### src/design/int_arith_regs.vh
// Register map, field layout, codes and reset values of the extended add / multiply-low slice.
// Assumes an AXI4-Lite master on the same clock and word-aligned 32-bit accesses.
`ifndef INT_ARITH_REGS_VH
`define INT_ARITH_REGS_VH

// Word indices of the registers (byte address = index * 4)
`define IDX_OPERAND_A        4'h0
`define IDX_OPERAND_B        4'h1
`define IDX_IMMEDIATE        4'h2
`define IDX_COMMAND          4'h3
`define IDX_RESULT           4'h4
`define IDX_PRODUCT_HIGH     4'h5
`define IDX_FIXED_POINT_EXC  4'h6
`define IDX_CONDITION_ZERO   4'h7
`define IDX_IRQ_STATUS       4'h8
`define IDX_IRQ_MASK         4'h9

// Address slicing
`define ADDR_WIDTH           8
`define ADDR_IDX_MSB         5
`define ADDR_IDX_LSB         2
`define ADDR_TOP_MSB         7
`define ADDR_TOP_LSB         6

// Command register fields
`define CMD_OP_MSB           2
`define CMD_OP_LSB           0
`define CMD_RECORD_BIT       3
`define CMD_OVF_EN_BIT       4
`define CMD_USED_MASK        32'h0000_001F

// Operation codes
`define OP_ADD_ZERO_EXT      3'h0
`define OP_SUB_ZERO_EXT      3'h1
`define OP_NEGATE            3'h2
`define OP_MUL_LOW_IMM       3'h3
`define OP_MUL_LOW_REG       3'h4

// Fixed-point exception register fields
`define XER_CARRY_BIT        0
`define XER_OVERFLOW_BIT     1
`define XER_SUMMARY_OVF_BIT  2
`define XER_USED_MASK        32'h0000_0007

// Condition field zero: {less, greater, equal, summary overflow}
`define CR_LT_BIT            3
`define CR_GT_BIT            2
`define CR_EQ_BIT            1
`define CR_SO_BIT            0

// Interrupt bits
`define IRQ_DONE_BIT         0
`define IRQ_OVERFLOW_BIT     1
`define IRQ_ILLEGAL_BIT      2
`define IRQ_USED_MASK        32'h0000_0007

// Immediate field
`define IMM_MSB              15
`define IMM_USED_MASK        32'h0000_FFFF

// Reset values and bus responses
`define RESET_WORD           32'h0000_0000
`define RESP_OKAY            2'h0
`define RESP_SLVERR          2'h2

`endif

### src/design/ext_adder.v
// Add-to-zero, subtract-from-zero and negate unit, purely combinational.
// Assumes the caller registers the outputs and selects when to use them.
`include "int_arith_regs.vh"

module ext_adder (
   input  wire [31:0] operand,
   input  wire [2:0]  mode,
   input  wire        carry_in,
   output wire [31:0] sum,
   output wire        carry_out,
   output wire        overflow
);

   wire [31:0] addend;
   wire        cin;
   wire [32:0] total;

   assign addend = (mode == `OP_ADD_ZERO_EXT) ? operand : ~operand;
   assign cin    = (mode == `OP_NEGATE) ? 1'b1 : carry_in;
   assign total  = {1'b0, addend} + {32'h0000_0000, cin};

   assign sum       = total[31:0];
   assign carry_out = total[32];
   // Adding 0 or 1 can only overflow from the largest positive value
   assign overflow  = ~addend[31] & total[31];

endmodule // ext_adder

### src/design/low_multiplier.v
// Signed 32 x 32 multiplier giving both product halves, purely combinational.
// Assumes the caller registers the outputs; one full-width array, no pipelining.
`include "int_arith_regs.vh"

module low_multiplier (
   input  wire [31:0] factor_a,
   input  wire [31:0] factor_b,
   output wire [31:0] product_low,
   output wire [31:0] product_high,
   output wire        overflow
);

   wire signed [63:0] product;

   assign product = $signed(factor_a) * $signed(factor_b);

   assign product_low  = product[31:0];
   assign product_high = product[63:32];

   // Result overflows when the high half is not the sign extension of the low half
   assign overflow = (product[63:32] != {32{product[31]}});

endmodule // low_multiplier

### src/design/int_extended_add_multiply_low.v
// Extended add / subtract / negate and multiply-low slice behind an AXI4-Lite slave.
// Assumes a single-clock AXI4-Lite master; one write and one read in flight at most.
//
// Summary of operation
// - add-to-zero-extended writes source plus current carry bit.
// - record forms update condition field zero; other forms leave it alone.
// - overflow forms update overflow and summary overflow; others leave them.
// - multiply-low immediate: signed product with sign-extended immediate, low 32 bits.
// - multiply-low register: 64-bit product of two sources, low 32 bits written.
// - low half matches the signed high-word product so halves pair exactly.
`include "int_arith_regs.vh"

module int_extended_add_multiply_low (
   input  wire        clock,
   input  wire        rst_n,
   input  wire [7:0]  s_axi_awaddr,
   input  wire [2:0]  s_axi_awprot,
   input  wire        s_axi_awvalid,
   output reg         s_axi_awready,
   input  wire [31:0] s_axi_wdata,
   input  wire [3:0]  s_axi_wstrb,
   input  wire        s_axi_wvalid,
   output reg         s_axi_wready,
   output reg  [1:0]  s_axi_bresp,
   output reg         s_axi_bvalid,
   input  wire        s_axi_bready,
   input  wire [7:0]  s_axi_araddr,
   input  wire [2:0]  s_axi_arprot,
   input  wire        s_axi_arvalid,
   output reg         s_axi_arready,
   output reg  [31:0] s_axi_rdata,
   output reg  [1:0]  s_axi_rresp,
   output reg         s_axi_rvalid,
   input  wire        s_axi_rready,
   output reg         irq
);

   // Software visible state
   reg  [31:0] operand_a_reg;
   reg  [31:0] operand_b_reg;
   reg  [31:0] immediate_reg;
   reg  [31:0] command_reg;
   reg  [31:0] result_reg;
   reg  [31:0] product_high_reg;
   reg  [31:0] fixed_point_exception_reg;
   reg  [3:0]  condition_field_zero;
   reg  [31:0] irq_status_reg;
   reg  [31:0] irq_mask_reg;

   // Write channel holding
   reg  [7:0]  awaddr_reg;
   reg         aw_full_reg;
   reg  [31:0] wdata_reg;
   reg  [3:0]  wstrb_reg;
   reg         w_full_reg;

   wire        do_write;
   wire [3:0]  wr_idx;
   wire        wr_mapped;
   wire [31:0] byte_mask;
   wire        rd_take;
   wire [3:0]  rd_idx;
   wire        rd_mapped;

   assign do_write  = aw_full_reg & w_full_reg & ~s_axi_bvalid;
   assign wr_idx    = awaddr_reg[`ADDR_IDX_MSB:`ADDR_IDX_LSB];
   assign wr_mapped = (awaddr_reg[`ADDR_TOP_MSB:`ADDR_TOP_LSB] == 2'h0) &&
                      (wr_idx <= `IDX_IRQ_MASK);
   assign rd_take   = s_axi_arvalid & s_axi_arready;
   assign rd_idx    = s_axi_araddr[`ADDR_IDX_MSB:`ADDR_IDX_LSB];
   assign rd_mapped = (s_axi_araddr[`ADDR_TOP_MSB:`ADDR_TOP_LSB] == 2'h0) &&
                      (rd_idx <= `IDX_IRQ_MASK);

   genvar lane;
   generate
      for (lane = 0; lane < 4; lane = lane + 1) begin : g_lane
         assign byte_mask[lane*8 +: 8] = {8{wstrb_reg[lane]}};
      end
   endgenerate

   // Merge a strobed write into the old value of a register
   function [31:0] merge;
      input [31:0] old_value;
      input [31:0] new_value;
      input [31:0] mask;
      begin
         merge = (old_value & ~mask) | (new_value & mask);
      end
   endfunction

   // Command launched by this write
   wire        launch;
   wire [31:0] cmd_word;
   wire [2:0]  op;
   wire        op_valid;
   wire        is_mul;
   wire        is_ext;
   wire        record_en;
   wire        ovf_en;
   wire [31:0] mul_factor_b;

   assign launch    = do_write && wr_mapped && (wr_idx == `IDX_COMMAND);
   assign cmd_word  = merge(command_reg, wdata_reg, byte_mask) & `CMD_USED_MASK;
   assign op        = cmd_word[`CMD_OP_MSB:`CMD_OP_LSB];
   assign op_valid  = (op <= `OP_MUL_LOW_REG);
   assign is_mul    = (op == `OP_MUL_LOW_IMM) || (op == `OP_MUL_LOW_REG);
   assign is_ext    = (op == `OP_ADD_ZERO_EXT) || (op == `OP_SUB_ZERO_EXT);
   // Immediate multiply has neither record nor overflow form
   assign record_en = cmd_word[`CMD_RECORD_BIT] && (op != `OP_MUL_LOW_IMM);
   assign ovf_en    = cmd_word[`CMD_OVF_EN_BIT] && (op != `OP_MUL_LOW_IMM);

   assign mul_factor_b = (op == `OP_MUL_LOW_IMM) ?
                         {{16{immediate_reg[`IMM_MSB]}}, immediate_reg[`IMM_MSB:0]} :
                         operand_b_reg;

   wire [31:0] add_sum;
   wire        add_carry;
   wire        add_ovf;
   wire [31:0] mul_low;
   wire [31:0] mul_high;
   wire        mul_ovf;

   ext_adder u_adder (
      .operand   (operand_a_reg),
      .mode      (op),
      .carry_in  (fixed_point_exception_reg[`XER_CARRY_BIT]),
      .sum       (add_sum),
      .carry_out (add_carry),
      .overflow  (add_ovf)
   );

   low_multiplier u_mult (
      .factor_a     (operand_a_reg),
      .factor_b     (mul_factor_b),
      .product_low  (mul_low),
      .product_high (mul_high),
      .overflow     (mul_ovf)
   );

   wire [31:0] op_result;
   wire        op_ovf;
   wire        new_carry;
   wire        new_ovf;
   wire        new_so;
   wire [3:0]  cr_value;

   assign op_result = is_mul ? mul_low : add_sum;
   assign op_ovf    = is_mul ? mul_ovf : add_ovf;
   // Only the extended adds produce a carry; the others keep it
   assign new_carry = is_ext ? add_carry : fixed_point_exception_reg[`XER_CARRY_BIT];
   assign new_ovf   = ovf_en ? op_ovf : fixed_point_exception_reg[`XER_OVERFLOW_BIT];
   assign new_so    = fixed_point_exception_reg[`XER_SUMMARY_OVF_BIT] | (ovf_en & op_ovf);

   assign cr_value[`CR_LT_BIT] = op_result[31];
   assign cr_value[`CR_GT_BIT] = ~op_result[31] & (|op_result);
   assign cr_value[`CR_EQ_BIT] = ~(|op_result);
   assign cr_value[`CR_SO_BIT] = new_so;

   // Interrupt events of this cycle
   reg  [31:0] irq_set;
   reg  [31:0] irq_clear;
   wire [31:0] irq_status_next;

   always @* begin
      irq_set = `RESET_WORD;
      irq_clear = `RESET_WORD;
      if (launch) begin
         irq_set[`IRQ_DONE_BIT]     = op_valid;
         irq_set[`IRQ_OVERFLOW_BIT] = op_valid & ovf_en & op_ovf;
         irq_set[`IRQ_ILLEGAL_BIT]  = ~op_valid;
      end
      if (do_write && wr_mapped && (wr_idx == `IDX_IRQ_STATUS)) begin
         irq_clear = wdata_reg & byte_mask & `IRQ_USED_MASK;
      end
   end

   // A new event beats a simultaneous clear
   assign irq_status_next = ((irq_status_reg & ~irq_clear) | irq_set) & `IRQ_USED_MASK;

   // Register file and execution
   always @(posedge clock or negedge rst_n) begin
      if (!rst_n) begin
         operand_a_reg             <= `RESET_WORD;
         operand_b_reg             <= `RESET_WORD;
         immediate_reg             <= `RESET_WORD;
         command_reg               <= `RESET_WORD;
         result_reg                <= `RESET_WORD;
         product_high_reg          <= `RESET_WORD;
         fixed_point_exception_reg <= `RESET_WORD;
         condition_field_zero      <= 4'h0;
         irq_status_reg            <= `RESET_WORD;
         irq_mask_reg              <= `RESET_WORD;
         irq                       <= 1'b0;
      end else begin
         irq_status_reg <= irq_status_next;
         irq            <= |(irq_status_next & irq_mask_reg);
         if (do_write && wr_mapped) begin
            case (wr_idx)
               `IDX_OPERAND_A: begin
                  operand_a_reg <= merge(operand_a_reg, wdata_reg, byte_mask);
               end
               `IDX_OPERAND_B: begin
                  operand_b_reg <= merge(operand_b_reg, wdata_reg, byte_mask);
               end
               `IDX_IMMEDIATE: begin
                  immediate_reg <= merge(immediate_reg, wdata_reg, byte_mask) & `IMM_USED_MASK;
               end
               `IDX_COMMAND: begin
                  command_reg <= cmd_word;
                  // An unknown operation changes no result or flag
                  if (op_valid) begin
                     result_reg <= op_result;
                     product_high_reg <= is_mul ? mul_high : product_high_reg;
                     fixed_point_exception_reg <= ({31'h0, new_carry} << `XER_CARRY_BIT) |
                                                  ({31'h0, new_ovf} << `XER_OVERFLOW_BIT) |
                                                  ({31'h0, new_so} << `XER_SUMMARY_OVF_BIT);
                     if (record_en) begin
                        condition_field_zero <= cr_value;
                     end
                  end
               end
               `IDX_FIXED_POINT_EXC: begin
                  fixed_point_exception_reg <=
                     merge(fixed_point_exception_reg, wdata_reg, byte_mask) & `XER_USED_MASK;
               end
               `IDX_IRQ_MASK: begin
                  irq_mask_reg <= merge(irq_mask_reg, wdata_reg, byte_mask) & `IRQ_USED_MASK;
               end
               default: begin
                  // Read-only registers and status ignore plain writes
               end
            endcase
         end
      end
   end

   // AXI4-Lite write channels: address and data in either order
   always @(posedge clock or negedge rst_n) begin
      if (!rst_n) begin
         s_axi_awready <= 1'b1;
         s_axi_wready  <= 1'b1;
         s_axi_bvalid  <= 1'b0;
         s_axi_bresp   <= `RESP_OKAY;
         awaddr_reg    <= 8'h00;
         aw_full_reg   <= 1'b0;
         wdata_reg     <= `RESET_WORD;
         wstrb_reg     <= 4'h0;
         w_full_reg    <= 1'b0;
      end else begin
         if (s_axi_awvalid && s_axi_awready) begin
            awaddr_reg    <= s_axi_awaddr;
            aw_full_reg   <= 1'b1;
            s_axi_awready <= 1'b0;
         end
         if (s_axi_wvalid && s_axi_wready) begin
            wdata_reg    <= s_axi_wdata;
            wstrb_reg    <= s_axi_wstrb;
            w_full_reg   <= 1'b1;
            s_axi_wready <= 1'b0;
         end
         if (do_write) begin
            aw_full_reg  <= 1'b0;
            w_full_reg   <= 1'b0;
            s_axi_bvalid <= 1'b1;
            s_axi_bresp  <= wr_mapped ? `RESP_OKAY : `RESP_SLVERR;
         end
         // Channels reopen only after the response, keeping one write in flight
         if (s_axi_bvalid && s_axi_bready) begin
            s_axi_bvalid  <= 1'b0;
            s_axi_awready <= 1'b1;
            s_axi_wready  <= 1'b1;
         end
      end
   end

   // Read data mux
   reg [31:0] rd_value;

   always @* begin
      rd_value = `RESET_WORD;
      case (rd_idx)
         `IDX_OPERAND_A:       rd_value = operand_a_reg;
         `IDX_OPERAND_B:       rd_value = operand_b_reg;
         `IDX_IMMEDIATE:       rd_value = immediate_reg;
         `IDX_COMMAND:         rd_value = command_reg;
         `IDX_RESULT:          rd_value = result_reg;
         `IDX_PRODUCT_HIGH:    rd_value = product_high_reg;
         `IDX_FIXED_POINT_EXC: rd_value = fixed_point_exception_reg;
         `IDX_CONDITION_ZERO:  rd_value = {28'h0000000, condition_field_zero};
         `IDX_IRQ_STATUS:      rd_value = irq_status_reg;
         `IDX_IRQ_MASK:        rd_value = irq_mask_reg;
         default:              rd_value = `RESET_WORD;
      endcase
      if (!rd_mapped) begin
         rd_value = `RESET_WORD;
      end
   end

   // AXI4-Lite read channels
   always @(posedge clock or negedge rst_n) begin
      if (!rst_n) begin
         s_axi_arready <= 1'b1;
         s_axi_rvalid  <= 1'b0;
         s_axi_rdata   <= `RESET_WORD;
         s_axi_rresp   <= `RESP_OKAY;
      end else begin
         if (rd_take) begin
            s_axi_arready <= 1'b0;
            s_axi_rvalid  <= 1'b1;
            s_axi_rdata   <= rd_value;
            s_axi_rresp   <= rd_mapped ? `RESP_OKAY : `RESP_SLVERR;
         end else if (s_axi_rvalid && s_axi_rready) begin
            s_axi_rvalid  <= 1'b0;
            s_axi_arready <= 1'b1;
         end
      end
   end

endmodule // int_extended_add_multiply_low

### config.mk
export PLATFORM = sky130hd
export DESIGN_NAME = int_extended_add_multiply_low
export DESIGN_NICKNAME = d
export VERILOG_FILES = /design/src/design/ext_adder.v /design/src/design/low_multiplier.v /design/src/design/int_extended_add_multiply_low.v
export VERILOG_INCLUDE_DIRS = /design/src /design/src/design
export SDC_FILE = /design/constraint.sdc
export NUM_CORES = 2
export LEC_CHECK = 0
export CAP_MARGIN = 20
export CORE_ASPECT_RATIO = 0.9
export CORE_MARGIN = 10
export CORE_UTILIZATION = 61
export CTS_CLUSTER_DIAMETER = 80
export DETAILED_ROUTE_END_ITERATION = 8
export DONT_BUFFER_PORTS = 1
export GPL_TIMING_DRIVEN = 0
export PLACE_DENSITY = 0.88
export SLEW_MARGIN = 40
export SYNTH_ARGS = -nofsm -noshare
export SYNTH_HDL_FRONTEND = slang
export SYNTH_HIERARCHICAL = 1
export SYNTH_SLANG_ARGS = --single-unit
### constraint.sdc
create_clock -name clock -period 10.7 [get_ports clock]
set_input_delay 2.675 -clock clock [delete_from_list [all_inputs] [get_ports clock]]
set_output_delay 2.675 -clock clock [all_outputs]
set_load 0.01 [all_outputs]
-- Word-level counts from Yosys, hierarchy flattened
Index checks and enable logic that the tools add are counted.
- register bits after elaboration: 279
- output and inout bits: 42
- bits of input ports: 65
- word-level logic and storage cells: 151
- muxes and demuxes: 29
- reductions and logical operators: 36
- bitwise gates (word level): 35
- add/sub/neg operators: 1
- equality and inequality tests: 22
- multipliers: 1
- $lt $le $gt $ge: 3
- operators by type and width (operator ; number):
    32-bit one-hot mux with 10 select lines ; 1
    32-bit 2-to-1 mux ; 5
    32-bit AND ; 3
    32-bit by 32-bit multiplier with 64-bit output ; 1
    32-bit NOT ; 2
    32-bit bitwise OR ; 2
    32-bit one-hot mux with 2 select lines ; 1
    32-bit OR reduction ; 2
    32-bit by 1-bit adder with 33-bit output ; 1
    32-bit != test ; 1
    4-bit by 3-bit == test with 1-bit output (second input constant) ; 5
    1-bit 2-to-1 mux ; 18
    16-bit AND ; 1
    4-bit by 2-bit == test with 1-bit output (second input constant) ; 4
    4-bit == test (second input constant) ; 4
    16-bit bitwise OR ; 1
    2-bit nonzero test ; 7
    3-bit AND ; 4
    1-bit logical AND ; 11
    2-bit AND reduction ; 5
    3-bit bitwise OR ; 3
    1-bit AND ; 8
    4-bit by 1-bit == test with 1-bit output (second input constant) ; 2
    4-bit <= comparator (second input constant) ; 2
    21 further kinds ; 33

-- Longest topological paths before layout
- word-level depth: 13
- gate-level depth with buffers: 42
- depth with buffers taken out: 37

-- Modules after synthesis
Netlist, hierarchy kept.
- modules (own cells, without submodules) (module ; area each (um^2) ; instances ; sequential area each (um^2) ; cells each):
    low_multiplier ; 36744.0 ; 1 ; 0.0 ; 3966
    int_extended_add_multiply_low ; 11350.9 ; 1 ; 6159.7 ; 957
    ext_adder ; 1524.0 ; 1 ; 0.0 ; 235

-- Worst setup path before layout
Ideal clock, no wire load.
- kind: register -> register
- start point: register wstrb_reg[0]
- end point: register irq
- setup slack: 340 ps
- stages on the path, launching flop included: 40
- required time: 10574 ps
- clock period less this slack: 10360 ps
- buffers on the path: 4
- arrival time: 10234 ps
- cells stage by stage: dfrtp_1 buf_6 mux2i_2 inv_1 nor3_4 clkbuf_1 nand2_1 nand2_1 clkbuf_1 nand2_1 inv_1 fa_1 inv_1 fa_1 inv_1 fa_1 fa_1 inv_1 [4 not listed] fa_1 fa_1 inv_1 ha_1 clkbuf_1 nand2_1 nor2_1 nand2_1 a2111o_1 and3b_1 xnor2_1 or4_1 mux2i_1 nand4_1 nor4_1 a2111o_1 o21ai_1 a221o_1
- longest elaborated chain between the ends: 13
- RTL lines (item ; line ; RTL):
    start, declared ; int_extended_add_multiply_low.v:54 ; reg [3:0] wstrb_reg;
    start signal, assigned ; int_extended_add_multiply_low.v:257 ; wstrb_reg <= s_axi_wstrb;
    32-bit NOT ; -- ;
    5-bit AND ; int_extended_add_multiply_low.v:87 ; merge = (old_value & ~mask) | (new_value & mask);
    5-bit bitwise OR * ; int_extended_add_multiply_low.v:87 ;
    named net cmd_word[2] ; int_extended_add_multiply_low.v:93 ; wire [31:0] cmd_word;
    3-bit by 2-bit == test with 1-bit output (no source line) * ; -- ;
    32-bit 2-to-1 mux * ; int_extended_add_multiply_low.v:112 ; assign mul_factor_b = (op == `OP_MUL_LOW_IMM) ?
    named net mul_factor_b[5] ; int_extended_add_multiply_low.v:100 ; wire [31:0] mul_factor_b;
    32-bit by 32-bit multiplier with 64-bit output * ; low_multiplier.v:15 ; assign product = $signed(factor_a) * $signed(factor_b);
    named net mul_high[27] ; int_extended_add_multiply_low.v:120 ; wire [31:0] mul_high;
    [1 not listed] ; -- ;
    named net mul_ovf ; int_extended_add_multiply_low.v:121 ; wire mul_ovf;
    1-bit 2-to-1 mux * ; int_extended_add_multiply_low.v:148 ; assign op_ovf = is_mul ? mul_ovf : add_ovf;
    1-bit AND * ; int_extended_add_multiply_low.v:169 ; irq_set[`IRQ_OVERFLOW_BIT] = op_valid & ovf_en & op_ovf;
    3-bit 2-to-1 mux * ; int_extended_add_multiply_low.v:167 ; if (launch) begin
    3-bit bitwise OR * ; int_extended_add_multiply_low.v:178 ; assign irq_status_next = ((irq_status_reg & ~irq_clear) | irq_set) & `IRQ_USED_MASK;
    named net irq_status_next[1] ; int_extended_add_multiply_low.v:162 ; wire [31:0] irq_status_next;
    3-bit AND * ; int_extended_add_multiply_low.v:196 ; irq <= |(irq_status_next & irq_mask_reg);
    32-bit OR reduction * ; int_extended_add_multiply_low.v:196 ;
    end signal, assigned ; int_extended_add_multiply_low.v:196 ;
    end, declared ; int_extended_add_multiply_low.v:35 ; output reg irq
Mark *: on every way through the listed nets, which the timed path passes. The rest lies on a longest branch.
A chain may end at the register's enable or synchronous reset.

-- Final worst setup path
- start point: register wdata_reg[2]
- end point: register irq
- longest elaborated chain between the ends: 12
- RTL lines (item ; line ; RTL):
    start, declared ; int_extended_add_multiply_low.v:53 ; reg [31:0] wdata_reg;
    start signal, assigned ; int_extended_add_multiply_low.v:246 ; wdata_reg <= `RESET_WORD;
    start signal, assigned ; int_extended_add_multiply_low.v:256 ; wdata_reg <= s_axi_wdata;
    32-bit AND ; int_extended_add_multiply_low.v:173 ; irq_clear = wdata_reg & byte_mask & `IRQ_USED_MASK;
    5-bit bitwise OR ; int_extended_add_multiply_low.v:87 ;
    3-bit by 2-bit == test with 1-bit output (no source line) ; -- ;
    32-bit 2-to-1 mux ; int_extended_add_multiply_low.v:112 ;
    named net mul_factor_b[8] ; int_extended_add_multiply_low.v:100 ;
    32-bit by 32-bit multiplier with 64-bit output ; low_multiplier.v:15 ;
    named net mul_high[25] ; int_extended_add_multiply_low.v:120 ;
    32-bit != test ; low_multiplier.v:21 ; assign overflow = (product[63:32] != {32{product[31]}});
    named net mul_ovf ; int_extended_add_multiply_low.v:121 ;
    1-bit 2-to-1 mux ; int_extended_add_multiply_low.v:148 ;
    1-bit AND ; int_extended_add_multiply_low.v:169 ;
    3-bit 2-to-1 mux ; int_extended_add_multiply_low.v:167 ;
    3-bit bitwise OR ; int_extended_add_multiply_low.v:178 ;
    named net irq_status_next[1] ; int_extended_add_multiply_low.v:162 ;
    3-bit AND ; int_extended_add_multiply_low.v:196 ;
    32-bit OR reduction ; int_extended_add_multiply_low.v:196 ;
The timed path passes the listed nets, and every way through them passes these cells.

==> qor.csv <==
stage;metric;value;unit
run_status;run_status;finished with violations;
run_status;violations;setup timing;
sta;min_period;10.85;ns
sta;finalHoldViolations;0;
global_routing;gr-usage-all-layers;0.4242;
routing;drt_first_iter_violations;5780;
power_and_ir_drop;total_power;0.005736;W
power_and_ir_drop;netSwitchingFraction;0.5194;
sta;timing.final.max_slew_violations;0;
final_layout;multi_input_comb_area;39430;sq um
final_layout;fraction_of_layout_instances_using_a_drive_strength_above_1;0.1321;
routing;drt_pass1_iterations;9;
power_and_ir_drop;power.clock.fraction;0.160;
power_and_ir_drop;vdd_ir_drop_max;0.1548;mV
hold_path;hold_path_startpoint;result_reg[8]$_DFFE_PN0P_;
setup_path;startpoint;wdata_reg[2]$_DFFE_PN0P_;
synth;yosys.cell_count.top_type;fa_1;
hold_path;worst_hold_path_type;reg -> reg;
synth;postSynth.topFlopCell;dfrtp_1;
sta;setup_repair_after_global_routing_missed_its_margin;yes;
clocking;numClockSinks;246;
floorplan;die-width;320.6;um
routing;drc_errors;0;
final_layout;final_cell_area;54750;sq um
sta;max_slew.worst_pin.slew;1.013;ns
setup_path;worstReg2RegStart;wdata_reg[2]$_DFFE_PN0P_;
floorplan;initial_utilization;0.6134;
clocking;clkLatencyLatePin;0.53;ns
setup_path;path_max_fanout;10;
synth;combinational_family_with_the_most_area_after_synthesis;adder cells;
clocking;tritoncts.num_buffers;24;
synth;synth.cells.most_frequent;fa_1 (1082), inv_1 (972), nand2_1 (675);
routing;postRouteAntennaNets;0;
synth;postSynth.asyncResetShare;1.000;
clocking;htree_num_levels;1;
setup_path;cell_mode_on_critical_path;fa_1;
setup_path;arrival;11.23;ns
synth;post_synthesis_compound_gate_area_fraction;0.06733;
synth;synthesis.instances;5158;
sta;total_setup_violations_reported_at_the_end_of_the_flow;3;
routing;via_count;41175;
final_layout;layout.area.seq;6173;sq um
power_and_ir_drop;share_seq_of_total_power;0.253;
synth;synth.yosys.warnings;6;
synth;synth_sequential_area_ratio;0.1241;
global_routing;gr-total-overflow;0;
sta;layout_worst_path_cycle_share;1.014;
sta;worst_hold_slack;0.4974;ns
global_routing;grt_antenna_before_repair;28;
final_layout;num-nets-final;6623;
sta;achievable-frequency;92.15;MHz
placed_design;detailed_place.area;51080;sq um
synth;post_synth_instance_area;49620;sq um
sta;setup_tns;-0.2483;ns
placed_design;hpwlAfterDp;157.8;mm
placed_design;gp_routability_congestion;1.061;
synth;postSynthRegisterBits;246;
global_routing;first_pass_grt_wire_length;286.5;mm
synth;cell_taking_the_most_area_after_synthesis;fa_1;
synth;synth.area.mux_share;0.04915;
routing;totalWireLength;199.0;mm
power_and_ir_drop;power.density_cell_area;104.8;nW/um^2
placed_design;port_buffers;0;
synth;yosys.cell_types.count;102;
routing;detail_route.wl_per_cell;31.17;um
synth;synth_xor_area_frac;0.01992;
global_routing;largest_net_degree_at_the_start_of_global_routing;247;
power_and_ir_drop;internal-power;0.002757;W
power_and_ir_drop;total_switching_power;0.002979;W
floorplan;placeable_core_region;80890;sq um
setup_path;critPathLaunchType;register;
sta;relSlewSlack;0.3247;
clocking;ctsRootBufferMaster;clkbuf_16;
setup_path;cp_slowest_cell;fa_2;
global_routing;grt_pass1_vias;42214;
setup_path;worst_path_largest_cell_delay;0.64;ns
synth;synth.top_cells.by_area;fa_1 (44%), dfrtp_1 (12%), inv_1 (7.4%);
clocking;cts_tree;yes;
routing;route.detailed.vias_per_inst;6.450;
power_and_ir_drop;pwr-share-comb;0.587;
synth;yosys.area_share.adder;0.4839;
setup_path;setup.worst_path.end_class;register;
clocking;cts-root-to-sink-buffers;3;
sta;worst_setup_margin;-0.1524;ns
floorplan;ios;107;
floorplan;die_area;93170;sq um
synth;synth-edff-count;0;
final_layout;n_fill_cell;6235;
power_and_ir_drop;leakagePower;27.25;nW
setup_path;timing_worst_setup_path_type;reg -> reg;
sta;finalClockSkew;0.01281;ns
floorplan;placement_rows;99;
synth;fraction_of_the_mapped_netlist_area_in_simple_logic_gates;0.1577;
synth;syn_area_per_cell;9.620;sq um
final_layout;areaGrowthSynthToFinish;10.34;%
floorplan;die_height;290.6;um
synth;synth_largest_type_area_fraction;0.4365;
clocking;worst_setup_hold_path_clk_slew;0.07;ns
job;cap_viol_max_count;0;
setup_path;ff2ff_setup_slack;-0.15;ns
setup_path;critPathRequiredTime;11.08;ns
-- what timing repair did --
item	in CTS	in global routing
cloned	1	7
pin swaps	20	40
endpoints found under the setup margin	27	7
hold buffers	0	0
buffers inserted	41	71
gates resized for setup	349	196
-- area by class of cell --
cell class,instances,share of cell area
antenna,18,0.0008227
buffer,278,0.03858
clock buffer,29,0.01188
clock inverter,14,0.003474
inverter,975,0.06760
multi-input combinational,3642,0.7202
sequential,246,0.1128
tap,1060,0.02422
timing repair buffer,122,0.02048
-- power by group through the flow --
| stage | clock, W | sequential, W | combinational [W] |
|---|---|---|---|
| 3_5_place_dp | 0 | 0.00141 | 0.00285 |
| 4_1_cts | 0.000912 | 0.00141 | 0.00302 |
| 3_3_place_gp | 0 | 0.00140 | 0.00281 |
| 2_1_floorplan | 0 | 0.00124 | 0.00172 |
| 6_report | 0.000919 | 0.00145 | 0.00336 |
| 5_1_grt | 0.000951 | 0.00145 | 0.00343 |
-- worst max-delay path, delay by kind of cell (launching register included) --
family	cells	cell delay [ns]
compound gates	5	1.08
simple gates	11	2.76
buf+inv	7	1.06
flops	1	0.54
fa+ha+maj	9	4.62
mux	3	0.60
-- final timing paths --
check,end,depth (start not counted)
hold / removal,result_reg[8]$_DFFE_PN0P_,2
min in group asynchronous,awaddr_reg[4]$_DFFE_PN0P_,0
setup reg to reg,irq$_DFF_PN0_,35
hold reg to reg,result_reg[8]$_DFFE_PN0P_,2
setup / recovery,irq$_DFF_PN0_,35
max in group asynchronous,asynchronous set/reset pin,0
-- cells by family after synthesis --
group | after synthesis
AO/OA/AOI/OAI | 494
XOR/XNOR | 112
adder cells (fa/ha/maj) | 1270
buffers and inverters | 1271
flip-flops | 246
multiplexers | 220
other | 1
AND/OR/NAND/NOR | 1544
-- routing by layer --
metal / wire length, um / track usage / up-vias
li1: - / - / 16101
met5: 256 / 0.007932 / -
met4: 16140 / 0.2447 / 24
met2: 81760 / 0.6046 / 3272
met3: 29590 / 0.1505 / 899
met1: 71240 / 0.5556 / 20879
-- through the flow --
stage | utilization | cells | setup slack (ns)
after floorplan | - | 5159 | 0.3397
after global placement | 0.6299 | 6219 | -2.685
after detailed placement | 0.6315 | 6221 | -2.883
after CTS | 0.6604 | 6293 | 0.001070
after global routing | 0.6764 | 6368 | -0.2955
final | 0.6769 | 6384 | -0.1524
-- cell usage in the layout, fill, tap and decap left out, drive strengths merged, types with 15 or more instances in the layout --
master / instances
a21o: 47
nand3: 42
clkbuf: 243
a22o: 19
a22oi: 15
nand2b: 17
nand4: 31
fa: 1082
mux2i: 54
o21bai: 19
a21oi: 115
nand2: 681
buf: 186
and2: 521
xnor2: 88
dfrtp: 243
diode: 18
a221oi: 19
ha: 187
a31oi: 15
and3: 15
xor2: 24
o21ai: 122
inv: 971
nor4: 36
a211oi: 19
nor3: 40
mux2: 166
nor2: 87
No activity file was read; power rests on OpenSTA's default activity.
